===== config.mk =====
export PLATFORM = sky130hd
export DESIGN_NAME = usar_status_aux
export DESIGN_NICKNAME = d
export VERILOG_FILES = /design/src/rtl/usar_pkg.sv /design/src/rtl/usar_status_aux.sv
export VERILOG_INCLUDE_DIRS = /design/src /design/src/rtl
export SDC_FILE = /design/constraint.sdc
export NUM_CORES = 1
export LEC_CHECK = 0
export BUFFER_PORTS_ARGS = -buffer_cell sky130_fd_sc_hd__buf_2
export CAP_MARGIN = 20
export CORE_MARGIN = 3
export CORE_UTILIZATION = 41
export DETAILED_ROUTE_END_ITERATION = 8
export PLACE_DENSITY = 0.61
export SYNTH_ARGS = -nofsm -noshare
export SYNTH_HDL_FRONTEND = slang
export SYNTH_SLANG_ARGS = --single-unit
export TNS_END_PERCENT = 50

===== constraint.sdc =====
create_clock -name clk_in -period 4.7 [get_ports clk_in]
set_clock_uncertainty 0.2 [all_clocks]
set_input_delay 0.94 -clock clk_in [delete_from_list [all_inputs] [get_ports clk_in]]
set_output_delay 0.94 -clock clk_in [all_outputs]
set_load 0.02 [all_outputs]

===== src/rtl/usar_cfg.svh =====
// Register map, field positions and reset values for the UART status/aux block.
// Included by the top module and by the bench host and test files; definitions only.
`ifndef USAR_CFG_SVH
`define USAR_CFG_SVH
`define USAR_OFF_DIV_LOW 4'h0
`define USAR_OFF_DIV_HIGH 4'h1
`define USAR_OFF_INT_ENABLE 4'h2
`define USAR_OFF_LINE_CTRL 4'h3
`define USAR_OFF_MODEM_CTRL 4'h4
`define USAR_OFF_LINE_STATUS 4'h5
`define USAR_OFF_MODEM_STATUS 4'h6
`define USAR_OFF_SCRATCH 4'h7
`define USAR_OFF_FEATURE 4'h8
`define USAR_OFF_ENH_FEATURE 4'h9
`define USAR_OFF_DEV_ID 4'hA
`define USAR_OFF_DEV_REV 4'hB
`define USAR_OFF_TRIGGER 4'hC
`define USAR_OFF_FIFO_COUNT 4'hD
`define USAR_OFF_RX_TRIG_RD 4'hE
`define USAR_OFF_TX_TRIG_RD 4'hF
`define USAR_SCRATCH_RST 8'hFF
`define USAR_ZERO_BYTE 8'h00
`define USAR_LCR_ENH_KEY 8'hBF
// Arbitrary identity value, not that of any real part
`define USAR_DEV_ID_VAL 8'h5A
// Arbitrary revision value
`define USAR_DEV_REV_VAL 8'h03
`define USAR_IER_MODEM_BIT 3
`define USAR_MCR_RTS_BIT 1
`define USAR_MCR_DTR_BIT 0
`define USAR_MCR_OUT1_BIT 2
`define USAR_MCR_OUT2_BIT 3
`define USAR_MCR_LOOP_BIT 4
`define USAR_FEATURE_CONTROL_SWAP_BIT 6
`define USAR_FEATURE_CONTROL_TRGSEL_BIT 7
`define USAR_EFR_AUTOCTS_BIT 7
`define USAR_LSR_THRE_BIT 5
`define USAR_LSR_TEMT_BIT 6
`define USAR_LSR_FERR_BIT 7
`endif


===== src/rtl/usar_pkg.sv =====
// Types shared by the UART status/aux block and its bench.
// Assumes nothing beyond a SystemVerilog compiler.
package usar_pkg;
    typedef struct packed {
        logic [3:0] addr;
        logic [7:0] wdata;
        logic wr;
        logic rd;
    } usar_bus_req_t;
    typedef struct packed {
        logic cts_n;
        logic dsr_n;
        logic ri_n;
        logic cd_n;
    } usar_modem_in_t;
    typedef struct packed {
        logic fifo_mode;
        logic thr_loaded;
        logic thr_to_shift;
        logic shift_busy;
        logic char_done;
        logic rx_err_present;
        logic [7:0] tx_count;
        logic [7:0] rx_count;
    } usar_core_stat_t;
    typedef enum logic [1:0] {
        USAR_FL_RX = 2'b00,
        USAR_FL_TX = 2'b01,
        USAR_FL_RX2 = 2'b10,
        USAR_FL_ALT = 2'b11
    } usar_fifo_level_readback_mode_t;
    typedef enum logic [1:0] {
        USAR_TX_RUN = 2'b00,
        USAR_TX_DRAIN = 2'b01,
        USAR_TX_HOLD = 2'b11
    } usar_tx_gate_t;
endpackage


===== src/rtl/usar_status_aux.sv =====
// Status and auxiliary register logic of one UART channel.
// Assumes a host on a simple strobe port and a core that reports FIFO and shifter state.
//
// Operation
// RULE1: Non-FIFO: holding-empty sets on transfer to shifter, clears on host load.
// RULE2: FIFO mode: holding-empty equals transmit FIFO count zero.
// RULE3: Transmitter-empty reads 1 only when holding, FIFO and shifter are empty.
// RULE4: Receive error flag follows any tagged byte still in receive FIFO.
// RULE5: CTS, DSR, CD change flags set on any level change of input.
// RULE6: Ring change flag sets only on ring input rising edge.
// RULE7: Any change flag with modem interrupt enable raises modem interrupt.
// RULE8: Auto-CTS high stops transmitter after current character; low resumes.
// RULE9: Outside loopback, status bits 7:4 are inverted CTS, DSR, RI, CD pins; the code puts CD in bit 7, RI in 6, DSR in 5, CTS in 4.
// RULE10: Loopback: bits 4..7 mirror RTS, DTR, control bit 2, control bit 3.
// RULE11: Scratch store is 8-bit read/write, reset to FF.
// RULE12: Swap bit set: scratch writes go to mode select, reads give level.
// RULE13: Mode select low bits pick rx, tx, rx or alternating level readback.
// RULE14: Alternating mode: first read after mode write gives rx, then alternate.
// RULE15: Hysteresis from extended pair then basic pair via fixed table.
// RULE16: Divisor high and low bytes form 16-bit divisor for baud generator.
// RULE17: Host zeroes both divisor bytes before reading identity or revision.
// RULE18: Trigger write loads rx level when select bit 0, tx level when 1.
// RULE19: FIFO data count reachable only while line control holds BF.
// RULE20: FIFO data count gives tx count when select bit 1, else rx count.
// RULE21: Loopback: control bit 3 set drives internal second output low.
// RULE22: Reading modem status clears all four change flags.
//
// Decided for this implementation: the placing of the registers and the address-and-strobe port.
`timescale 1ns/10ps
`default_nettype none
`include "usar_cfg.svh"
module usar_status_aux (
    input wire logic clk_in,
    input wire logic rstn_in,
    input wire usar_pkg::usar_bus_req_t bus_in,
    output logic [7:0] rdata_out,
    input wire usar_pkg::usar_modem_in_t modem_in,
    input wire usar_pkg::usar_core_stat_t core_in,
    output logic modem_irq_out,
    output logic tx_enable_out,
    output logic [15:0] divisor_out,
    output logic [5:0] rts_hyst_out,
    output logic [7:0] rx_trigger_out,
    output logic [7:0] tx_trigger_out,
    output logic rts_n_out,
    output logic dtr_n_out,
    output logic loopback_out,
    output logic second_out_n_out
);
    import usar_pkg::*;

    logic rst_sync1;
    logic rstn;
    always_ff @(posedge clk_in or negedge rstn_in) begin
        if (!rstn_in) begin
            rst_sync1 <= 1'b0;
            rstn <= 1'b0;
        end else begin
            rst_sync1 <= 1'b1;
            rstn <= rst_sync1;
        end
    end

    // Software registers
    logic [7:0] div_low;
    logic [7:0] div_high;
    logic [7:0] int_enable;
    logic [7:0] line_control;
    logic [7:0] modem_control;
    logic [7:0] scratch_store;
    logic [7:0] feature_control;
    logic [7:0] enhanced_feature;
    logic [7:0] enhanced_mode_select;
    logic [7:0] rx_trig;
    logic [7:0] tx_trig;
    logic [3:0] delta;
    logic [3:0] modem_prev;
    logic thre_nf;
    logic alt_tx_next;
    usar_tx_gate_t tx_gate;

    wire [3:0] a = bus_in.addr;
    wire wr = bus_in.wr;
    wire rd = bus_in.rd;
    wire [7:0] wd = bus_in.wdata;
    wire loop = modem_control[`USAR_MCR_LOOP_BIT];
    wire swap = feature_control[`USAR_FEATURE_CONTROL_SWAP_BIT];
    wire trg_sel = feature_control[`USAR_FEATURE_CONTROL_TRGSEL_BIT];
    wire enh_key = (line_control == `USAR_LCR_ENH_KEY);

    wire wr_div_low = wr && a == `USAR_OFF_DIV_LOW;
    wire wr_div_high = wr && a == `USAR_OFF_DIV_HIGH;
    wire wr_ier = wr && a == `USAR_OFF_INT_ENABLE;
    wire wr_lcr = wr && a == `USAR_OFF_LINE_CTRL;
    wire wr_mcr = wr && a == `USAR_OFF_MODEM_CTRL;
    wire wr_feature_control = wr && a == `USAR_OFF_FEATURE;
    wire wr_efr = wr && a == `USAR_OFF_ENH_FEATURE;
    // RULE12 swap steers writes
    wire wr_scr = wr && a == `USAR_OFF_SCRATCH && !swap;
    wire wr_enhanced_mode_select = wr && a == `USAR_OFF_SCRATCH && swap;
    // RULE18 trigger target
    wire wr_rx_trg = wr && a == `USAR_OFF_TRIGGER && !trg_sel;
    wire wr_tx_trg = wr && a == `USAR_OFF_TRIGGER && trg_sel;
    wire rd_msr = rd && a == `USAR_OFF_MODEM_STATUS;
    wire rd_fifo_level_readback = rd && a == `USAR_OFF_SCRATCH && swap;

    // RULE9 inverted pins / RULE10 loopback mirror / RULE21 second output
    wire [3:0] live_in = ~{modem_in.cd_n, modem_in.ri_n, modem_in.dsr_n, modem_in.cts_n};
    wire [3:0] loop_in = {modem_control[`USAR_MCR_OUT2_BIT], modem_control[`USAR_MCR_OUT1_BIT],
                          modem_control[`USAR_MCR_DTR_BIT], modem_control[`USAR_MCR_RTS_BIT]};
    wire [3:0] modem_now = loop ? loop_in : live_in;

    // RULE5 any level change / RULE6 ring end only (ri status falling = pin rising)
    wire [3:0] change = modem_now ^ modem_prev;
    wire [3:0] delta_evt = {change[3], change[2] & modem_prev[2], change[1], change[0]};
    // RULE22 read clears, a new event wins
    wire [3:0] next_delta = delta_evt | (rd_msr ? 4'h0 : delta);
    wire [7:0] modem_status = {modem_now, delta};

    // RULE1 non-FIFO holding-empty
    wire next_thre_nf = core_in.thr_to_shift ? 1'b1 : (core_in.thr_loaded ? 1'b0 : thre_nf);
    // RULE2 FIFO holding-empty
    wire thre = core_in.fifo_mode ? (core_in.tx_count == `USAR_ZERO_BYTE) : thre_nf;
    // RULE3 transmitter idle
    wire temt = thre && !core_in.shift_busy;
    // RULE4 receive error summary
    wire [7:0] line_status = {core_in.rx_err_present, temt, thre, 5'h00};

    // RULE13 level readback mode / RULE14 alternation
    usar_fifo_level_readback_mode_t fl_mode;
    assign fl_mode = usar_fifo_level_readback_mode_t'(enhanced_mode_select[1:0]);
    wire fl_tx = (fl_mode == USAR_FL_TX) || (fl_mode == USAR_FL_ALT && alt_tx_next);
    wire [7:0] fifo_level = fl_tx ? core_in.tx_count : core_in.rx_count;
    wire next_alt = wr_enhanced_mode_select ? 1'b0 : ((rd_fifo_level_readback && fl_mode == USAR_FL_ALT) ? !alt_tx_next
                                                                        : alt_tx_next);
    // RULE20 data count source
    wire [7:0] fifo_data_count = trg_sel ? core_in.tx_count : core_in.rx_count;

    // RULE15 hysteresis table
    logic [5:0] hyst;
    always_comb begin
        case ({enhanced_mode_select[5:4], feature_control[1:0]})
            4'h0: hyst = 6'd0;
            4'h1: hyst = 6'd4;
            4'h2: hyst = 6'd6;
            4'h3: hyst = 6'd8;
            4'h4: hyst = 6'd8;
            4'h5: hyst = 6'd16;
            4'h6: hyst = 6'd24;
            4'h7: hyst = 6'd32;
            4'h8: hyst = 6'd40;
            4'h9: hyst = 6'd44;
            4'hA: hyst = 6'd48;
            4'hB: hyst = 6'd52;
            4'hC: hyst = 6'd12;
            4'hD: hyst = 6'd20;
            4'hE: hyst = 6'd28;
            4'hF: hyst = 6'd36;
            default: hyst = 6'd0;
        endcase
    end

    // Read mux; unmapped or keyed-off locations read zero
    logic [7:0] rmux;
    always_comb begin
        case (a)
            `USAR_OFF_DIV_LOW: rmux = div_low;
            `USAR_OFF_DIV_HIGH: rmux = div_high;
            `USAR_OFF_INT_ENABLE: rmux = int_enable;
            `USAR_OFF_LINE_CTRL: rmux = line_control;
            `USAR_OFF_MODEM_CTRL: rmux = modem_control;
            `USAR_OFF_LINE_STATUS: rmux = line_status;
            `USAR_OFF_MODEM_STATUS: rmux = modem_status;
            // RULE12 level replaces scratch on read
            `USAR_OFF_SCRATCH: rmux = swap ? fifo_level : scratch_store;
            `USAR_OFF_FEATURE: rmux = feature_control;
            `USAR_OFF_ENH_FEATURE: rmux = enhanced_feature;
            // RULE17 identity is fixed; the host zeroes divisors first
            `USAR_OFF_DEV_ID: rmux = `USAR_DEV_ID_VAL;
            `USAR_OFF_DEV_REV: rmux = `USAR_DEV_REV_VAL;
            // RULE19 count visible only under key
            `USAR_OFF_FIFO_COUNT: rmux = enh_key ? fifo_data_count : `USAR_ZERO_BYTE;
            `USAR_OFF_RX_TRIG_RD: rmux = rx_trig;
            `USAR_OFF_TX_TRIG_RD: rmux = tx_trig;
            default: rmux = `USAR_ZERO_BYTE;
        endcase
    end

    // RULE8 auto-CTS gate; stop only at a character boundary
    wire cts_block = enhanced_feature[`USAR_EFR_AUTOCTS_BIT] && !modem_now[0];
    usar_tx_gate_t next_tx_gate;
    always_comb begin
        case (tx_gate)
            USAR_TX_RUN: next_tx_gate = cts_block ?
                (core_in.shift_busy ? USAR_TX_DRAIN : USAR_TX_HOLD) : USAR_TX_RUN;
            USAR_TX_DRAIN: next_tx_gate = !cts_block ? USAR_TX_RUN :
                (core_in.char_done ? USAR_TX_HOLD : USAR_TX_DRAIN);
            USAR_TX_HOLD: next_tx_gate = cts_block ? USAR_TX_HOLD : USAR_TX_RUN;
            default: next_tx_gate = USAR_TX_RUN;
        endcase
    end

    always_ff @(posedge clk_in or negedge rstn) begin
        if (!rstn) begin
            div_low <= 8'h00;
            div_high <= 8'h00;
            int_enable <= 8'h00;
            line_control <= 8'h00;
            modem_control <= 8'h00;
            scratch_store <= `USAR_SCRATCH_RST;
            feature_control <= 8'h00;
            enhanced_feature <= 8'h00;
            enhanced_mode_select <= 8'h00;
            rx_trig <= 8'h00;
            tx_trig <= 8'h00;
        end else begin
            if (wr_div_low) div_low <= wd;
            if (wr_div_high) div_high <= wd;
            if (wr_ier) int_enable <= wd;
            if (wr_lcr) line_control <= wd;
            if (wr_mcr) modem_control <= wd;
            // RULE11 scratch store
            if (wr_scr) scratch_store <= wd;
            if (wr_feature_control) feature_control <= wd;
            if (wr_efr) enhanced_feature <= wd;
            // RULE13 reserved bits held zero
            if (wr_enhanced_mode_select) enhanced_mode_select <= {2'h0, wd[5:4], 2'h0, wd[1:0]};
            if (wr_rx_trg) rx_trig <= wd;
            if (wr_tx_trg) tx_trig <= wd;
        end
    end

    always_ff @(posedge clk_in or negedge rstn) begin
        if (!rstn) begin
            modem_prev <= 4'h0;
            delta <= 4'h0;
            thre_nf <= 1'b1;
            alt_tx_next <= 1'b0;
            tx_gate <= USAR_TX_RUN;
        end else begin
            modem_prev <= modem_now;
            delta <= next_delta;
            thre_nf <= next_thre_nf;
            alt_tx_next <= next_alt;
            tx_gate <= next_tx_gate;
        end
    end

    always_ff @(posedge clk_in or negedge rstn) begin
        if (!rstn) begin
            rdata_out <= 8'h00;
            modem_irq_out <= 1'b0;
            tx_enable_out <= 1'b1;
            divisor_out <= 16'h0000;
            rts_hyst_out <= 6'h00;
            rx_trigger_out <= 8'h00;
            tx_trigger_out <= 8'h00;
            rts_n_out <= 1'b1;
            dtr_n_out <= 1'b1;
            loopback_out <= 1'b0;
            second_out_n_out <= 1'b1;
        end else begin
            rdata_out <= rd ? rmux : 8'h00;
            // RULE7 modem interrupt
            modem_irq_out <= (|next_delta) && int_enable[`USAR_IER_MODEM_BIT];
            tx_enable_out <= (next_tx_gate != USAR_TX_HOLD);
            // RULE16 16-bit divisor
            divisor_out <= {div_high, div_low};
            rts_hyst_out <= hyst;
            rx_trigger_out <= rx_trig;
            tx_trigger_out <= tx_trig;
            // Loopback keeps the pins idle so the far end sees no toggles
            rts_n_out <= loop ? 1'b1 : !modem_control[`USAR_MCR_RTS_BIT];
            dtr_n_out <= loop ? 1'b1 : !modem_control[`USAR_MCR_DTR_BIT];
            loopback_out <= loop;
            // RULE21 internal second output
            second_out_n_out <= !(loop && modem_control[`USAR_MCR_OUT2_BIT]);
        end
    end
endmodule
`default_nettype wire


==> results of run 1 <==
[synth_stat cells (10+ instances only)]
| cell | count | area (µm²) |
|---|---|---|
| a31oi_1 | 13 | 81.3 |
| buf_2 | 10 | 50.1 |
| clkbuf_1 | 11 | 41.3 |
| dfrtp_1 | 136 | 3400 |
| dfstp_2 | 13 | 342 |
| inv_1 | 10 | 37.5 |
| mux2_2 | 87 | 980 |
| nand2_1 | 34 | 128 |
| nand3_1 | 19 | 95.1 |
| nor2_1 | 13 | 48.8 |
| nor2b_1 | 11 | 68.8 |
| o21ai_0 | 20 | 100 |
[cell usage in the layout (no fill, tap or decap), types with 4 or more instances in the layout]
cell type,instances
a211oi_1,4
a21oi_1,8
a221oi_1,4
a22o_1,4
a22oi_1,6
a31o_2,4
a31oi_1,13
a32o_1,4
and3_1,6
buf_2,92
clkbuf_16,17
clkinv_2,5
dfrtp_1,135
dfstp_2,13
inv_1,10
mux2_2,87
mux2_4,8
mux2i_1,8
nand2_1,34
nand2b_1,7
nand3_1,19
nor2_1,13
nor2b_1,11
nor3_1,6
nor4_1,4
o21ai_0,20
[layer usage]
metal | vias up | GRT usage, %
met1 | 2386 | 30.5
li1 | 2054 | -
met2 | 171 | 34.7
met4 | 0 | 6.52
met5 | - | 0
met3 | 22 | 5.48
[power groups by stage]
stage	sequential, mW	combinational, mW	clock [mW]
global route	1.85	0.778	1.41
finish	1.81	0.719	1.33
global placement	1.83	0.712	0
detailed placement	1.83	0.721	0
CTS	1.81	0.726	1.35
floorplan	1.86	0.395	0
[cells by family after synthesis]
family                     count (synthesis)  share of synthesized area (%)
AOI/OAI and AO/OA                         93                           10.2
xor gates and xnor gates                   3                          0.400
adders and majority gates                  2                          0.381
buffers and inverters                     45                           3.39
DFF                                      149                           57.0
muxes                                    103                           18.0
other                                      2                          0.114
and+or+nand+nor                          123                           10.5
[registers in the layout, indices dropped and copies added (netlist names), 2 cells and up]
| signal | count |
|---|---|
| divisor_out | 16 |
| div_high | 8 |
| div_low | 8 |
| enhanced_feature | 8 |
| feature_control | 8 |
| int_enable | 8 |
| line_control | 8 |
| modem_control | 8 |
| rdata_out | 8 |
| rx_trig | 8 |
| rx_trigger_out | 8 |
| scratch_store | 8 |
| tx_trig | 8 |
| tx_trigger_out | 8 |
| rts_hyst_out | 5 |
| delta | 4 |
| enhanced_mode_select | 4 |
| modem_prev | 4 |
| tx_gate | 2 |
[worst max-delay path: stages]
cell and delay, ns:
buf_2 0.54, nand2b_1 0.36, nor4_4 0.62, a22oi_1 0.13, and3_1 0.23, a31oi_1 0.19
[per-stage QoR]
step / std cells / cell area, µm² / worst slack, ns / utilization (%)
2_1_floorplan: 520 / 6570 / 0.0638 / -
3_3_place_gp: 789 / 7130 / 1.38 / 46.2
3_5_place_dp: 789 / 7130 / 1.39 / 46.2
4_1_cts: 821 / 7720 / 1.82 / 50.0
5_1_grt: 821 / 7720 / 1.66 / 50.0
6_report: 821 / 7720 / 1.79 / 50.0
[layout make-up]
class	instances	area, µm²
inverters	10	37.5
well taps	211	264
flip-flops and latches	149	3750
repair buffers	93	480
clock inverters	12	128
multi-input cells	326	2600
fillers	1418	7710
clock buffers	20	457
[worst max-delay path by stage]
stage / start / end / slack, ns / cells after the start
after CTS: bus_in[10] / rdata_out[6] / 1.82 / 6
after global placement: bus_in[10] / rdata_out[6] / 1.38 / 6
after floorplan: rstn / alt_tx_next / 0.06 / 0
after detailed placement: bus_in[10] / rdata_out[6] / 1.39 / 6
final: bus_in[10] / rdata_out[6] / 1.79 / 6
after global routing: bus_in[10] / rdata_out[6] / 1.66 / 6
==> metrics, run 1 <==
outcome=finished clean; # IOs=94; Worst-path clk slew=0.06 ns; combinational fraction of design power=18.6%; Skew-Pair Late Insertion Delay=between 0.4 and 0.5 ns; final hold slack=around 0.090 ns; routed vias=4,633; total core area=roughly 0.015 mm²; top sig layer=met4; asr flop ratio synth=100%; die width=133 µm; GPL Wtd Cong=0.918; area grow syn2layout=17.5%; fmax=344 MHz; reg-to-reg startpoint=modem_control[4]; reg2reg setup slack=2.33 ns; most used flip-flop cell after synthesis=dfrtp_1; Post-synth EDFFs=0; Setup crit end kind=flip-flop; dpl hpwl=13,400 µm; clock share of power=between 30% and 40%; row cnt=45; DRT Pass-1 Iters=5; static leakage=3.50 nW; cts-stage hold buffer count=0; M1 wire length=8550 µm; Starting Density=42.6%; Antenna Nets Post-Route=0; VDD IR-drop max=0.000243 V; initial antenna violation count=1; Avg Cell Area, Syn=12.6 µm²; DR WL/cell=23.2 µm; clk buf depth=2; post-layout net count=641; TNS Setup=0 ns; Port Buffers=92; Syn Inst Count=520; total power=3.86 mW; H-tree levels=4; RSZ-0062 raised after global routing=no; Remaining DRCs=0; Synth cell types=63; Synth Net Count=564; Routed WL=between 15,000 and 20,000 µm; Tightest Pin Transition=0.951 ns; Worst Setup Start Kind=input pin; Final Hold Fails=0; clock sink count=149; worst path required time=4.83 ns; Rel. slew slack=35.9%; Synth Cell Area=0.00657 mm²; sequential area share after synthesis=57.0%; yosys warns=0; met3 WL=between 1000 and 1500 µm; post-CTS resize count=0; design internal power=between 2 and 3 mW; kind of critical path=in -> reg; clock tree root driver cell=clkbuf_16; Worst Reg2Reg Path Length in Cells=4; number of global-route vias before repair=~4,800; 1st-iter DRT viols=300; post-CTS setup buffers=0; layout cell share with drive strength beyond 1=40.7%; Max-Cap Viols=0; routed vias/inst=5.64; fin. max-slew vios=0; Num CTS Buffers=17; fin crit period=a little under 3 ns; Global Route Usage Sum=22.1%; switching fraction of total power=around 30%; RR Endpoint=modem_irq_out; worst hold path class=in -> async; final cycle utilization of the critical path=61.8%; sequential share of power=a little under half; #FFs+latches synth=149; # diodes=0; die area=0.0176 mm²; CP arrival=3.04 ns; CTS tree=built; PwrDens=500 mW/mm²; met2 WL post-DR=8930 µm; grt ovf=0; NetSw=1.15 mW; Worst Path Max Fanout=34; endpoints failing setup=0; die height=133 µm; first-pass GRT wire length=around 30,000 µm; pin count of the biggest net entering global routing=79
(Power assumes the default switching activity.)
==> inputs of run 2 (changes only) <==
--- a/config.mk
+++ b/config.mk
@@ -11,7 +11,7 @@
 export CORE_MARGIN = 3
 export CORE_UTILIZATION = 41
 export DETAILED_ROUTE_END_ITERATION = 8
-export PLACE_DENSITY = 0.61
+export PLACE_DENSITY = 0.58
 export SYNTH_ARGS = -nofsm -noshare
 export SYNTH_HDL_FRONTEND = slang
 export SYNTH_SLANG_ARGS = --single-unit
==> constraint.sdc (replaced) <==
create_clock -name clk_in -period 3 [get_ports clk_in]
set_clock_uncertainty 0.2 [all_clocks]
set_input_delay 0.6 -clock clk_in [delete_from_list [all_inputs] [get_ports clk_in]]
set_output_delay 0.6 -clock clk_in [all_outputs]
set_load 0.02 [all_outputs]
==> run 2 against run 1 <==
  * Via count is 1.2% higher
  * Hold slack better by 0.012 ns
  * Sequential power is 57% higher
  * Critical path type is now reg -> reg
  * Clock power is 46% higher
  * First-iteration DRC count is 56% higher
  * Die area stayed put
  * Largest cell class unchanged
==> metrics, run 2 (same netlist as run 1, synthesis figures left out) <==
H-tree levels=4 (unchanged); clk buf depth=2 (unchanged); Slowest-stage cell, CP=dfrtp_1; worst hold path class=reg -> async; post-CTS resize count=0 (unchanged); post-CTS setup buffers=0 (unchanged); met3 WL=1280 µm (about the same); DR WL/cell=22.3 µm (-3.7%); row cnt=45 (unchanged); # diodes=0 (unchanged); Worst Path Max Fanout=13 (-62%); die height=133 µm (unchanged); 1st-iter DRT viols=469 (+56%); first-pass GRT wire length=28,600 µm (-2.2%); top sig layer=met4; reg-to-reg startpoint=modem_control[4]; layout cell share with drive strength beyond 1=41.8% (+1.2 points); total core area=0.0154 mm² (unchanged); max reg flops=16 (unchanged); largest stage delay on the critical path=0.67 ns (+0.05 ns); TNS Setup=0 ns (unchanged); final hold slack=0.102 ns (+0.0118 ns); DRT Pass-1 Iters=5 (unchanged); M1 wire length=8450 µm (-1.2%); Max-Cap Viols=0 (unchanged); post-layout net count=655 (+2.2%); endpoints failing setup=0 (unchanged); outcome=finished clean; Rel. slew slack=55.2% (+19 points); CP arrival=2.38 ns (-0.66 ns); met2 WL post-DR=8510 µm (-4.6%); RR Endpoint=rdata_out[5]; # IOs=94 (unchanged); commonest non-fill, non-tap cell in the layout=dfrtp_1; Starting Density=42.6% (unchanged); Num CTS Buffers=17 (unchanged); Setup crit end kind=flip-flop; fmax=approximately 440 MHz; fin crit period=between 2 and 2.5 ns; VDD IR-drop max=0.000370 V (+52%); static leakage=3.52 nW (+0.57%); Worst Reg2Reg Path Length in Cells=4 (unchanged); clock tree root driver cell=clkbuf_16; Tightest Pin Transition=0.671 ns (-0.280 ns); Routed WL=18,700 µm (-2.1%); Port Buffers=92 (unchanged); clock sink count=149 (unchanged); worst path required time=3.08 ns (-1.75 ns); CTS tree=built; final cycle utilization of the critical path=76.6%; fin. max-slew vios=0 (unchanged); cts-stage hold buffer count=1 (+1); RSZ-0062 raised after global routing=no; Worst Setup Start Kind=flip-flop; Filler Cells Inserted=1,417 (-0.071%); kind of critical path=reg -> reg; die width=133 µm (unchanged); Skew-Pair Late Insertion Delay=0.42 ns (about the same); area grow syn2layout=18.7%; Top reg by flops=divisor_out; pin count of the biggest net entering global routing=53 (-33%); PwrDens=760 mW/mm² (+52%); CP Cell Sequence=o21ai_0 -> a32o_1 -> a2111oi_0 -> a31oi_1; reg2reg setup slack=0.70 ns (-1.63 ns); grt ovf=0 (unchanged); Remaining DRCs=0 (unchanged); routed vias=4,688 (+1.2%); die area=0.0176 mm² (unchanged); routed vias/inst=5.61 (-0.51%); Final Hold Fails=0 (unchanged); number of global-route vias before repair=4,742 (-0.73%); GPL Wtd Cong=0.904 (-1.4%); Worst-path clk slew=0.06 ns (about the same); dpl hpwl=13,300 µm (-0.67%); commonest cells after routing, fill and taps aside=dfrtp_1, buf_2, mux2_2; Antenna Nets Post-Route=0 (unchanged); Global Route Usage Sum=21.7% (-0.38 points); initial antenna violation count=0 (-1)
[run 2: final cells by class]
cell class / count / area [µm²] / share of cell area [%]
sequential: 149 / 3750 / 48.1
multi-input combinational: 326 / 2600 / 33.4
inverter: 10 / 37.5 / 0.481
clock buffer: 19 / 443 / 5.68
timing repair buffer: 107 / 601 / 7.70
clock inverter: 13 / 100 / 1.28
tap: 211 / 264 / 3.39
[run 2: power breakdown]
group          internal [mW]  leakage [nW]  switching, mW
Clock                   1.08         0.241          0.852
Sequential              2.48          1.83          0.360
Combinational          0.522          1.45          0.629
Total                   4.09          3.52           1.84
[run 2: per-stage QoR]
stage	utilization (%)	power [mW]	instance area, µm²	instances	setup WS, ns
final	50.5	5.93	7800	835	0.703
after global routing	50.5	6.19	7800	835	0.624
after CTS	50.5	5.97	7800	835	0.764
after detailed placement	47.0	4.02	7240	802	0.340
after global placement	47.0	4.00	7240	802	0.391
after floorplan	-	3.54	6570	520	0.341
[run 2: worst max path at each step]
| stage | start | end | slack (ns) | depth (start not counted) |
|---|---|---|---|---|
| detailed placement | bus_in[13] | modem_irq_out | 0.34 | 5 |
| finish | modem_control[4] | rdata_out[5] | 0.70 | 4 |
| global placement | bus_in[11] | rdata_out[7] | 0.39 | 7 |
| global route | modem_control[4] | rdata_out[5] | 0.62 | 4 |
| CTS | modem_control[4] | rdata_out[5] | 0.76 | 4 |
| floorplan | rstn | alt_tx_next | 0.34 | 0 |
[run 2: worst max-delay path, delay by kind of cell (launching register included)]
family	cells	cell delay (ns)
flops	1	0.67
compound gates	4	1.28
[run 2: per-layer routing]
layer,vias up,global-route usage [%]
met5,-,0
met4,0,7.91
met3,33,6.01
met2,190,32.7
met1,2385,30.2
li1,2080,-
==> inputs of run 3 (changes only) <==
==> constraint.sdc (replaced) <==
create_clock -name clk_in -period 2.2 [get_ports clk_in]
set_clock_uncertainty 0.2 [all_clocks]
set_input_delay 0.44 -clock clk_in [delete_from_list [all_inputs] [get_ports clk_in]]
set_output_delay 0.44 -clock clk_in [all_outputs]
set_load 0.02 [all_outputs]
==> run 3 against run 2 <==
  * Maximum frequency grew 11%
  * Utilization rose by 3.4 points
  * Via count grew 4.4%
  * Clock power up 63%
  * Routed wire length is 6.7% higher
  * Global-route usage is 1.6 points higher
  * Hold slack got worse by 0.023 ns
  * Die area did not move
  * Count of clock-buffer cells in the layout unchanged
  * Combinational power is 47% higher
  * Final cell count is 6.6% higher
  * Critical path depth is 1 higher
  * Critical endpoint is now rdata_out[4]
  * Largest cell class unchanged
  * Largest power group unchanged
==> metrics, run 3 (same netlist as run 1, synthesis figures left out) <==
outcome=finished clean; Critical Path Start=enhanced_mode_select[1]; Critical Path End=rdata_out[4]; worst path required time=2.30 ns (-0.78 ns); layout cell share with drive strength beyond 1=46.5% (+4.7 points); total core area=0.0154 mm² (unchanged); area grow syn2layout=26.8%; final hold slack=0.0788 ns (-0.0233 ns); reg-to-reg startpoint=enhanced_mode_select[1]; clock tree root driver cell=clkbuf_16; pin count of the biggest net entering global routing=112 (+110%); Tightest Pin Transition=0.676 ns (+0.00567 ns); Filler Cells Inserted=1,370 (-3.3%); hold depth=3; clock sink count=149 (unchanged); VDD IR-drop max=0.000523 V (+41%); DR WL/cell=22.4 µm (+0.11%); fin crit period=2.07 ns (-0.229 ns); die width=133 µm (unchanged); static leakage=3.87 nW (+9.9%); DRT Pass-1 Iters=6 (+1); TNS Setup=0 ns (unchanged); Remaining DRCs=0 (unchanged); RR Endpoint=rdata_out[4]; first-pass GRT wire length=30,600 µm (+7.2%); Skew-Pair Late Insertion Delay=0.43 ns (about the same); Worst Setup Start Kind=flip-flop; die height=133 µm (unchanged); dpl hpwl=14,600 µm (+9.2%); endpoints failing setup=0 (unchanged); die area=0.0176 mm² (unchanged); commonest non-fill, non-tap cell in the layout=dfrtp_1; Top reg by flops=divisor_out; final cycle utilization of the critical path=94.0% (+17 points); Worst Path Max Fanout=9 (-4); post-CTS resize count=0 (unchanged); PwrDens=1040 mW/mm² (+37%); FF/Latch Area=0.00375 mm² (unchanged); worst slack, placed=-0.156 ns (-0.496 ns); routed vias/inst=5.50 (-2.1%); footprint of the multi-input gates=0.00260 mm² (unchanged); CTS tree=built; row cnt=45 (unchanged); Final Hold Fails=0 (unchanged); fmax=484 MHz (+11%); 1st-iter DRT viols=317 (-32%); post-CTS setup buffers=0 (unchanged); Max-Cap Viols=0 (unchanged); number of global-route vias before repair=4,970 (+4.8%); worst hold path class=in -> reg; reg2reg setup slack=0.13 ns (-0.57 ns); commonest cells after routing, fill and taps aside=dfrtp_1, buf_2, mux2_2; grt ovf=0 (unchanged); GPL Wtd Cong=0.916 (+1.3%); kind of critical path=reg -> reg; H-tree levels=4 (unchanged); # diodes=0 (unchanged); Routed WL=19,900 µm (+6.7%); max reg flops=16 (unchanged); Worst Reg2Reg Path Length in Cells=5 (+1); Port Buffers=92 (unchanged); Rel. slew slack=54.9% (-0.29 points); RSZ-0062 raised after global routing=no; post-layout net count=710 (+8.4%); Antenna Nets Post-Route=0 (unchanged); total power=8.69 mW (+47%); CP arrival=2.16 ns (-0.22 ns); PnR worst setup slack=0.132 ns (-0.571 ns); initial antenna violation count=0 (unchanged); Setup crit end kind=flip-flop; Num CTS Buffers=17 (unchanged); Worst-path clk slew=0.06 ns (about the same); clk buf depth=2 (unchanged); # IOs=94 (unchanged); fin. max-slew vios=0 (unchanged); Global Route Usage Sum=23.3% (+1.6 points); routed vias=4,893 (+4.4%); Starting Density=42.6% (unchanged)
[run 3: changes by cell type in the layout (fill, tap and decap cells not counted), moves of 2 or more]
| cell | change |
|---|---|
| buf_4 | +53 |
| bufinv_16 | +4 |
| clkinvlp_4 | -6 |
| inv_8 | +2 |
[run 3: metal layers]
layer | global-route usage (%) | part of all wire, %
met3 | 5.70 | 5.2
met1 | 31.9 | 46
met4 | 7.39 | 1.9
met5 | 0 | 0
met2 | 36.9 | 47
[run 3: stage by stage]
| step | std cells | util, % | area (µm²) |
|---|---|---|---|
| floorplan | 520 | - | 6570 |
| global placement | 856 | 49.7 | 7660 |
| detailed placement | 856 | 49.7 | 7660 |
| CTS | 890 | 54.0 | 8330 |
| global route | 890 | 54.0 | 8330 |
| finish | 890 | 54.0 | 8330 |
[run 3: worst min-delay path by stage]
stage	startpoint	end	slack [ns]
2_1_floorplan	rstn_in	rst_sync1	-0.06
3_3_place_gp	rstn_in	rst_sync1	0.03
3_5_place_dp	rstn_in	rstn	0.03
4_1_cts	core_in[20]	thre_nf	0.06
5_1_grt	core_in[20]	thre_nf	0.08
6_report	core_in[20]	thre_nf	0.08
[run 3: cell type report]
class,instances,area share [%]
clock buffer,19,5.44
clock inverter,13,2.33
inverter,10,0.451
multi-input combinational,326,31.3
sequential,149,45.0
tap,211,3.17
timing repair buffer,162,12.3
[run 3: what timing repair did]
| action | CTS | global route |
|---|---|---|
| hold buffers | 2 | 0 |
| endpoints found under the setup margin | 0 | 0 |
| hold endpoints to repair | 3 | 0 |
[run 3: worst max-delay path, stage by stage (launching register included)]
cell       delay, ns
dfrtp_1         0.43
nand2b_1        0.29
nand2_1         0.25
a211oi_1        0.43
a2bb2oi_1       0.21
a31oi_1         0.12
[run 3: power by group]
| group | switching, mW | internal [mW] |
|---|---|---|
| clock network | 1.19 | 1.98 |
| registers | 0.452 | 3.39 |
| logic | 0.911 | 0.775 |
